## config.mk

```make
export PLATFORM = sky130hd
export DESIGN_NAME = ppm_port_pin_function_mux
export DESIGN_NICKNAME = d
export VERILOG_FILES = /design/src/ppm_pkg.sv /design/src/ppm_port_pin_function_mux.sv
export VERILOG_INCLUDE_DIRS = /design/src
export SDC_FILE = /design/constraint.sdc
export NUM_CORES = 1
export LEC_CHECK = 0
export ABC_AREA = 1
export ABC_CLOCK_PERIOD_IN_PS = 3400
export BUFFER_PORTS_ARGS = -buffer_cell sky130_fd_sc_hd__buf_2
export CORE_UTILIZATION = 63
export CTS_BUF_LIST = sky130_fd_sc_hd__clkbuf_2
export DETAILED_ROUTE_END_ITERATION = 6
export PLACE_DENSITY = 0.89
export SLEW_MARGIN = 10
export SYNTH_ARGS = -nofsm -noshare
export SYNTH_HDL_FRONTEND = slang
export SYNTH_SLANG_ARGS = --single-unit
export TNS_END_PERCENT = 1
```

## constraint.sdc

```tcl
create_clock -name clk_sys -period 3.4 [get_ports clk_sys]
set_input_delay 0.68 -clock clk_sys [delete_from_list [all_inputs] [get_ports clk_sys]]
set_output_delay 0.68 -clock clk_sys [all_outputs]
set_load 0.02 [all_outputs]
```

## src/ppm_params.svh

```systemverilog
// Offsets, field positions, reset values and encodings of the port pin mux
`ifndef PPM_PARAMS_SVH
`define PPM_PARAMS_SVH
`define PPM_A_P2_OUT 4'h0
`define PPM_A_P2_DIR 4'h1
`define PPM_A_P2_PU 4'h2
`define PPM_A_P2_MODE 4'h3
`define PPM_A_P3_OUT 4'h4
`define PPM_A_P3_DIR 4'h5
`define PPM_A_P3_PU 4'h6
`define PPM_A_P3_MODE 4'h7
`define PPM_A_P4_OUT 4'h8
`define PPM_A_P4_DIR 4'h9
`define PPM_A_P4_PU 4'ha
`define PPM_A_EDGE 4'hb
`define PPM_A_IRQ_STAT 4'hc
`define PPM_A_IRQ_MASK 4'hd
`define PPM_A_PIN_P23 4'he
`define PPM_A_PIN_P4 4'hf
`define PPM_IX_P2 0
`define PPM_IX_P32 4
`define PPM_IX_P34 5
`define PPM_IX_P4 6
`define PPM_NSYNC 14
`define PPM_RST_P2 4'h0
`define PPM_RST_P3 1'b0
`define PPM_RST_P4 8'h00
`define PPM_RST_EDGE 4'h0
`define PPM_EDGE_NONE 2'h0
`define PPM_EDGE_RISE 2'h1
`define PPM_EDGE_FALL 2'h2
`define PPM_EDGE_BOTH 2'h3
`define PPM_ST_POR 2'h1
`define PPM_ST_RUN 2'h2
`endif

```

## src/ppm_pkg.sv

```systemverilog
// Types of the port pin mux
`include "ppm_params.svh"
package ppm_pkg;
  typedef enum logic [1:0] {
    ST_POR = `PPM_ST_POR,
    ST_RUN = `PPM_ST_RUN
  } ppm_state_t;

  typedef struct packed {
    ppm_state_t st;
    logic [3:0] p2_out;
    logic [3:0] p2_dir;
    logic [3:0] p2_pu;
    logic [3:0] p2_mode;
    logic p3_out;
    logic p3_dir;
    logic p3_pu;
    logic p3_mode;
    logic [7:0] p4_out;
    logic [7:0] p4_dir;
    logic [7:0] p4_pu;
    logic [3:0] edge_cfg;
    logic [1:0] stat;
    logic [1:0] mask;
    logic opt_osc;
    logic opt_rst;
    logic [`PPM_NSYNC-1:0] s1;
    logic [`PPM_NSYNC-1:0] s2;
    logic [`PPM_NSYNC-1:0] s3;
    logic [`PPM_NSYNC-1:0] filt;
    logic [7:0] rdata;
    logic irq;
    logic [3:0] p2_o;
    logic [3:0] p2_oe;
    logic [3:0] p2_puo;
    logic [1:0] p2_pd;
    logic p3_o;
    logic p3_oe;
    logic p3_puo;
    logic [7:0] p4_o;
    logic [7:0] p4_oe;
    logic [7:0] p4_puo;
    logic [3:0] ana_sel;
    logic cnt_clk;
    logic cap_a;
    logic cap_b;
    logic [1:0] irq_pulse;
    logic rst_req_n;
  } ppm_regs_t;
endpackage : ppm_pkg

```

## src/ppm_port_pin_function_mux.sv

```systemverilog
// Port 2/3/4 pin logic with alternate function routing and pin interrupts
`timescale 1ns/1ps
`default_nettype none
`include "ppm_params.svh"

module ppm_port_pin_function_mux (
  input wire logic clk_sys,
  input wire logic resetn,
  input wire logic [3:0] reg_addr,
  input wire logic [7:0] reg_wdata,
  input wire logic reg_wr,
  input wire logic reg_rd,
  output logic [7:0] reg_rdata,
  output logic irq,
  input wire logic opt_osc_sel,
  input wire logic opt_reset_sel,
  input wire logic [3:0] port2_pin_i,
  output logic [3:0] port2_pin_o,
  output logic [3:0] port2_pin_oe,
  output logic [3:0] port2_pullup_en,
  output logic [1:0] port2_pulldown_en,
  input wire logic port3_io_pin_i,
  output logic port3_io_pin_o,
  output logic port3_io_pin_oe,
  output logic port3_pullup_en,
  input wire logic port3_input_pin_i,
  input wire logic [7:0] port4_pins_i,
  output logic [7:0] port4_pins_o,
  output logic [7:0] port4_pins_oe,
  output logic [7:0] port4_pullup_en,
  input wire logic timer16_out,
  input wire logic timer8_out,
  output logic [3:0] analog_in_sel,
  output logic timer_count_capture_in,
  output logic capture_reg_a_trig,
  output logic capture_reg_b_trig,
  output logic ext_irq_in0,
  output logic ext_irq_in1,
  output logic sys_reset_req_n
);

  ppm_pkg::ppm_regs_t q;
  ppm_pkg::ppm_regs_t d;
  logic [`PPM_NSYNC-1:0] pins_in;

  function automatic logic edge_hit(input logic [1:0] cfg, input logic old_v,
                                    input logic new_v);
    logic rise;
    logic fall;
    rise = !old_v && new_v;
    fall = old_v && !new_v;
    unique case (cfg)
      `PPM_EDGE_NONE: edge_hit = 1'b0;
      `PPM_EDGE_RISE: edge_hit = rise;
      `PPM_EDGE_FALL: edge_hit = fall;
      `PPM_EDGE_BOTH: edge_hit = rise || fall;
    endcase
  endfunction : edge_hit

  assign pins_in = {port4_pins_i, port3_input_pin_i, port3_io_pin_i, port2_pin_i};

  always_comb begin
    logic wr_one;
    logic [1:0] ev;
    logic [3:0] p2_osc;
    wr_one = 1'b0;
    ev = 2'b00;
    p2_osc = 4'h0;
    d = q;
    // Three-stage pin sync; a change is taken once stages two and three agree
    d.s1 = pins_in;
    d.s2 = q.s1;
    d.s3 = q.s2;
    for (int i = 0; i < `PPM_NSYNC; i++) begin
      if (q.s2[i] == q.s3[i]) begin
        d.filt[i] = q.s3[i];
      end
    end
    // Straps are caught once, in the first cycle after reset release
    unique case (q.st)
      ppm_pkg::ST_POR: begin
        d.opt_osc = opt_osc_sel;
        d.opt_rst = opt_reset_sel;
        d.st = ppm_pkg::ST_RUN;
      end
      ppm_pkg::ST_RUN: begin
      end
    endcase
    // Register writes
    if (reg_wr) begin
      unique case (reg_addr)
        `PPM_A_P2_OUT: d.p2_out = reg_wdata[3:0];
        `PPM_A_P2_DIR: d.p2_dir = reg_wdata[3:0];
        `PPM_A_P2_PU: d.p2_pu = reg_wdata[3:0];
        `PPM_A_P2_MODE: d.p2_mode = reg_wdata[3:0];
        `PPM_A_P3_OUT: d.p3_out = reg_wdata[0];
        `PPM_A_P3_DIR: d.p3_dir = reg_wdata[0];
        `PPM_A_P3_PU: d.p3_pu = reg_wdata[0];
        `PPM_A_P3_MODE: d.p3_mode = reg_wdata[0];
        `PPM_A_P4_OUT: d.p4_out = reg_wdata;
        `PPM_A_P4_DIR: d.p4_dir = reg_wdata;
        `PPM_A_P4_PU: d.p4_pu = reg_wdata;
        `PPM_A_EDGE: d.edge_cfg = reg_wdata[3:0];
        `PPM_A_IRQ_STAT: wr_one = 1'b1;
        `PPM_A_IRQ_MASK: d.mask = reg_wdata[1:0];
        default: begin
        end
      endcase
    end
    // Read data stands only in the cycle after the strobe
    d.rdata = 8'h00;
    if (reg_rd) begin
      unique case (reg_addr)
        `PPM_A_P2_OUT: d.rdata = {4'h0, q.p2_out};
        `PPM_A_P2_DIR: d.rdata = {4'h0, q.p2_dir};
        `PPM_A_P2_PU: d.rdata = {4'h0, q.p2_pu};
        `PPM_A_P2_MODE: d.rdata = {4'h0, q.p2_mode};
        `PPM_A_P3_OUT: d.rdata = {7'h00, q.p3_out};
        `PPM_A_P3_DIR: d.rdata = {7'h00, q.p3_dir};
        `PPM_A_P3_PU: d.rdata = {7'h00, q.p3_pu};
        `PPM_A_P3_MODE: d.rdata = {7'h00, q.p3_mode};
        `PPM_A_P4_OUT: d.rdata = q.p4_out;
        `PPM_A_P4_DIR: d.rdata = q.p4_dir;
        `PPM_A_P4_PU: d.rdata = q.p4_pu;
        `PPM_A_EDGE: d.rdata = {4'h0, q.edge_cfg};
        `PPM_A_IRQ_STAT: d.rdata = {6'h00, q.stat};
        `PPM_A_IRQ_MASK: d.rdata = {6'h00, q.mask};
        `PPM_A_PIN_P23: d.rdata = {2'h0, q.filt[5:0]};
        `PPM_A_PIN_P4: d.rdata = q.filt[13:6];
      endcase
    end
    // Pin interrupts; a new edge wins over a write-one clear in the same cycle
    ev[0] = q.p2_mode[1] && edge_hit(q.edge_cfg[1:0], q.filt[1], d.filt[1]);
    ev[1] = q.p3_mode && edge_hit(q.edge_cfg[3:2], q.filt[4], d.filt[4]);
    d.irq_pulse = ev;
    d.stat = (q.stat & ~(wr_one ? reg_wdata[1:0] : 2'b00)) | ev;
    d.irq = |(d.stat & d.mask);
    // Port 2 drivers; oscillator pins are released to the crystal
    p2_osc = {q.opt_osc, q.opt_osc, 2'b00};
    d.p2_o = q.p2_out;
    if (q.p2_mode[1]) begin
      d.p2_o[1] = timer16_out;
    end
    if (q.p2_mode[0]) begin
      d.p2_o[0] = timer8_out;
    end
    d.p2_oe = q.p2_dir & ~p2_osc;
    d.p2_puo = q.p2_pu & ~q.p2_dir & ~p2_osc;
    d.p2_pd = (q.st == ppm_pkg::ST_POR) ? 2'b11 : 2'b00;
    d.ana_sel = q.p2_mode & ~q.p2_dir & ~p2_osc;
    // Timer inputs follow the filtered pin levels in control mode
    d.cnt_clk = q.p2_mode[0] && d.filt[0];
    d.cap_b = q.p2_mode[0] && (q.filt[0] != d.filt[0]);
    d.cap_a = d.cap_b || (q.p2_mode[1] && (q.filt[1] != d.filt[1]));
    // Port 3 and port 4
    d.p3_o = q.p3_out;
    d.p3_oe = q.p3_dir;
    d.p3_puo = q.p3_pu && !q.p3_dir;
    d.p4_o = q.p4_out;
    d.p4_oe = q.p4_dir;
    d.p4_puo = q.p4_pu & ~q.p4_dir;
    // Reset function holds until the strap has been read
    if (q.st == ppm_pkg::ST_POR || q.opt_rst) begin
      d.rst_req_n = d.filt[`PPM_IX_P34];
    end else begin
      d.rst_req_n = 1'b1;
    end
  end

  always_ff @(posedge clk_sys or negedge resetn) begin
    if (!resetn) begin
      q <= '0;
      q.st <= ppm_pkg::ST_POR;
      q.p2_out <= `PPM_RST_P2;
      q.p2_dir <= `PPM_RST_P2;
      q.p2_pu <= `PPM_RST_P2;
      q.p2_mode <= `PPM_RST_P2;
      q.p3_dir <= `PPM_RST_P3;
      q.p3_pu <= `PPM_RST_P3;
      q.p4_dir <= `PPM_RST_P4;
      q.p4_pu <= `PPM_RST_P4;
      q.edge_cfg <= `PPM_RST_EDGE;
      q.opt_rst <= 1'b1;
      q.s1 <= {`PPM_NSYNC{1'b1}};
      q.s2 <= {`PPM_NSYNC{1'b1}};
      q.s3 <= {`PPM_NSYNC{1'b1}};
      q.filt <= {`PPM_NSYNC{1'b1}};
      q.p2_pd <= 2'b11;
      q.rst_req_n <= 1'b1;
    end else begin
      q <= d;
    end
  end

  assign reg_rdata = q.rdata;
  assign irq = q.irq;
  assign port2_pin_o = q.p2_o;
  assign port2_pin_oe = q.p2_oe;
  assign port2_pullup_en = q.p2_puo;
  assign port2_pulldown_en = q.p2_pd;
  assign port3_io_pin_o = q.p3_o;
  assign port3_io_pin_oe = q.p3_oe;
  assign port3_pullup_en = q.p3_puo;
  assign port4_pins_o = q.p4_o;
  assign port4_pins_oe = q.p4_oe;
  assign port4_pullup_en = q.p4_puo;
  assign analog_in_sel = q.ana_sel;
  assign timer_count_capture_in = q.cnt_clk;
  assign capture_reg_a_trig = q.cap_a;
  assign capture_reg_b_trig = q.cap_b;
  assign ext_irq_in0 = q.irq_pulse[0];
  assign ext_irq_in1 = q.irq_pulse[1];
  assign sys_reset_req_n = q.rst_req_n;

  function automatic logic ev_next0();
    ev_next0 = q.irq_pulse[0];
  endfunction : ev_next0
endmodule : ppm_port_pin_function_mux
`default_nettype wire

```

# Word level (Yosys, flattened, before mapping)

Cells that the tools add are included.
Widths: inputs -> output; s select.

Add/subtract/negate cells: 0
Multiply operators: 0
Div/mod/pow operators: 0
Order comparisons: 0
Equality and inequality tests: 38
Shift operators: 0
Mux-type cells: 17
Bitwise logic cells: 13
Reduce and logical (&&, ||, !) cells: 35

Operators with widths:

| operator           | count |
|---|---|
| $pmux 8 s16        | 1 |
| $eq 4x4->1 const B | 8 |
| $reduce_and 2->1   | 12 |
| $and 4x4->4        | 5 |
| $eq 4x3->1 const B | 4 |
| $eq 1x1->1         | 14 |
| $logic_and 1x1->1  | 10 |
| $mux 1             | 9 |
| $and 8x8->8        | 1 |
| $eq 2x2->1 const B | 4 |
| $eq 4x2->1 const B | 2 |
| $mux 2             | 4 |
| $mux 8             | 1 |
| $not 4->4          | 2 |
| $not 8->8          | 1 |
| $pmux 1 s4         | 2 |
| $eq 2x1->1 const B | 3 |
| $logic_not 1->1    | 5 |
| $and 2x2->2        | 2 |
| $eq 4x1->1 const B | 1 |
| $logic_not 2->1    | 2 |
| $logic_not 4->1    | 1 |
| $logic_or 1x1->1   | 4 |
| $ne 1x1->1         | 2 |
| other kinds (3)    | 3 |

Register bits after elaboration: 172
Latch bits: 0
Memory bits (writable): 0
Memory bits (read-only): 0
Output and inout bits: 60
Logic and storage cells: 152
Memories kept: 0

# Logic depth before layout (Yosys ltp)

Depth in word-level cells: 10
Depth in mapped cells: 9
Gate-level depth less buffers: 9

# Least setup slack after synthesis

OpenSTA, ideal clock, no wires.

Kind: input to register
Start: input port reg_addr[1]
End: register q, in the netlist d[23]
Library setup time: 0.121 ns
Arrival time: 1.473 ns
Path slack: 1.806 ns
Stages: 7
Path buffers: 1
Cell sequence: inv_1 -> nand2_1 -> nor2_4 -> nand2_1 -> buf_2 -> nand2_1 -> o21ai_1

Longest elaborated chain between the ends: 2

Ends and longest elaborated chain:

| item                              | line                            | source |
|---|---|---|
| from (decl)                       | ppm_port_pin_function_mux.sv:9  | `input wire logic [3:0] reg_addr,` |
| $eq 4x4->1                        | ppm_port_pin_function_mux.sv:91 | `unique case (reg_addr)` |
| $reduce_and 2->1 (no source line) | --                              |  |
| to (decl)                         | ppm_port_pin_function_mux.sv:42 | `ppm_pkg::ppm_regs_t q;` |

No other way between the ends.
A chain may end at the register's enable or synchronous reset.

==> metrics <==
status=complete, but fails checks; failing checks=DRC; DP Cell Count=786; GPL Wtd Cong=0.856; Worst path max stage delay=0.57 ns; CTS tree=done; Post-Synth XOR/XNOR Area=0; Detailed Routing Iterations Pass 1=7; min Tclk post-route=2.09 ns; number of post-CTS setup repair buffers=0; PwrDens=591 nW/um^2; max_cap viols=0; commonest non-fill, non-tap cell in the layout=nand2_1; hold_sp=timer8_out; GR met3 Demand/Resource=0.0661; DRC violations left=2; H-tree Lvls=4; Seq/Total Area, Yosys=0.670; flop2flop setup slack=1.72 ns; gr usage total=0.261; synthesized cell area=6500 um^2; ant diodes=0; vias in the first global route=4314; Synth Area in Simple Gates=0.157; first-pass GRT wire length=21200 um; total CTS buffers=17; layout cell share with drive strength beyond 1=0.287; PostCTS Resize Cnt=0; crit path launch type=flop; Max VDD drop=0.000397 V; met1 usage=0.348; Slew @ Worst Pin=0.720 ns; Max Root-Sink Buffers=2; total global routing overflow=0; Filler cells=682; initial core utilization=0.659; Synth Area in Adders=0.0208; proportion of synthesized area in mux cells=0.00173; worst hold path depth=3; # clock sinks=171; slowest stage cell on the critical path=dfstp_2; root buf cell=clkbuf_2; Ys Warns=0; num ports=94; # rows=36; Tcrit/Tclk final=0.615; HPWL Detailed=9150 um; Highest Clock Rate=0.478 GHz; Required @ worst endpoint=2.72 ns; Cells after Synth=614; most frequent cells in the layout=nand2_1 (139), dfrtp_1 (111), buf_2 (92); drt wl/cell=15.4 um; largest net degree at the start of global routing=83; initial DRC count=254; worst r2r path cells=8; largest family of logic cells by synthesized area=simple AND/OR/NAND/NOR gates; area delta synth->final=9.82%; Final TNS setup=0 ns; FF-to-FF Start=q[64]; Syn Area/Cell=10.6 um^2; via-per-instance ratio=5.17; M2 GR Usage=0.416; critical-path cell list=buf_2; Setup violations, final=0; initial antenna violation count=1; WP data arrival=1.41 ns; Worst slew margin=0.518; endpoints failing hold=0; Hold EP=port2_pin_o[0]; unrepaired setup endpoints after global routing=false; Synthesized Nets=650; Final #Nets=723; leak pwr=3.64 nW; core area=9860 um^2; die area=10700 um^2; Slew Viols, Final=0; Setup crit end kind=primary output; Layout Skew=0.0415 ns; Buffers on Ports=93; cell family with most CP delay=flip-flops; fraction of the mapped netlist area in compound gates=0.0595; Crit Reg-Reg Endpoint=irq; worst path bufs/invs=1; synthesized flop and latch total=171; Worst Hold Class=input pin to flop; Clock Pin Slew Worst Setup and Hold Paths=0.25 ns; GR peak layer=met2; Final Non-Filler Cells=833; fin util=0.723; CP max FO=2; Detail Route Antenna Nets=0; Worst-Skew Late Latency=0.71 ns; DIE WIDTH=104 um; Netlist cell types=23; final WL=12800 um; Chip Height=104 um; DR vias=4307; critical setup path kind=flop to primary output
-- where the power goes --
part / switching (W) / total (W) / internal (W)
clock: 0.000700 / 0.000982 / 0.000281
sequential: 0.000179 / 0.00254 / 0.00236
combinational: 0.000458 / 0.000696 / 0.000238
-- routing by layer --
layer  vias up  part of all wire
met2       168              0.49
met3        24             0.063
li1       2050                 -
met5         -                 0
met4         0             0.022
met1      2065              0.42
-- what timing repair did --
| item | CTS | global route |
|---|---|---|
| hold buffers | 15 | 0 |
| hold endpoints to repair | 63 | 0 |
| setup endpoints to repair | 0 | 0 |
-- sequential cells by signal (all words and copies together) (netlist names), 4 cells and up --
name and cells:
port2_pin_o 4, reg_rdata 8, analog_in_sel 4, port2_pullup_en 4, port4_pins_o 8, q 64, d 48, port4_pins_oe 8
port4_pullup_en 8, port2_pin_oe 4
-- cell families after synthesis --
| kind of cell | count (synthesis) |
|---|---|
| flip-flops | 171 |
| buffers and inverters | 106 |
| AO/OA/AOI/OAI | 77 |
| AND/OR/NAND/NOR | 246 |
| adder cells (fa/ha/maj) | 13 |
| multiplexers | 1 |
-- tightest hold or removal path, cell delays in order --
cell	delay (ns)
buf_2	0.08
nand2_1	0.05
nand2_1	0.06
-- cells in the mapped netlist (all sizes together) --
cell type	instances	share of area
nand2	140	0.081
dfrtp	111	0.43
nor2	62	0.040
o21ai	62	0.048
dfstp	60	0.24
buf	55	0.062
inv	49	0.028
nand3	36	0.028
a21oi	14	0.011
maj3	11	0.017
nand3b	4	0.0046
or2	3	0.0029
clkbuf	2	0.0012
ha	2	0.0038
mux2	1	0.0017
nor3	1	0.00077
o22ai	1	0.00096
-- worst max path at each step --
stage,endpoint,start,depth (start not counted)
floorplan,d[23],reg_addr[1],7
global placement,reg_rdata[3],reg_addr[3],7
detailed placement,reg_rdata[1],reg_addr[3],7
CTS,port2_pulldown_en[1],port2_pulldown_en[0],1
global route,port2_pulldown_en[1],port2_pulldown_en[0],1
finish,port2_pulldown_en[1],port2_pulldown_en[0],1
-- final cells by class --
class / count / area, um^2 / share of cell area
Multi-Input combinational cell: 337 / 1550 / 0.218
Clock buffer: 17 / 85.1 / 0.0119
Timing Repair Buffer: 111 / 657 / 0.0920
Inverter: 49 / 184 / 0.0258
Clock inverter: 15 / 138 / 0.0193
Sequential cell: 171 / 4350 / 0.610
Tap cell: 133 / 166 / 0.0233
-- per-stage QoR --
stage	hold slack [ns]	worst slack [ns]	total power, W	area [um^2]
after floorplan	0.345	1.81	0.00310	6500
final	0.174	1.31	0.00422	7140
after CTS	0.118	1.24	0.00425	7140
after global routing	0.0955	1.19	0.00445	7140
after detailed placement	0.347	1.26	0.00326	6760
after global placement	0.345	1.34	0.00322	6760
(Power assumes the default switching activity.)
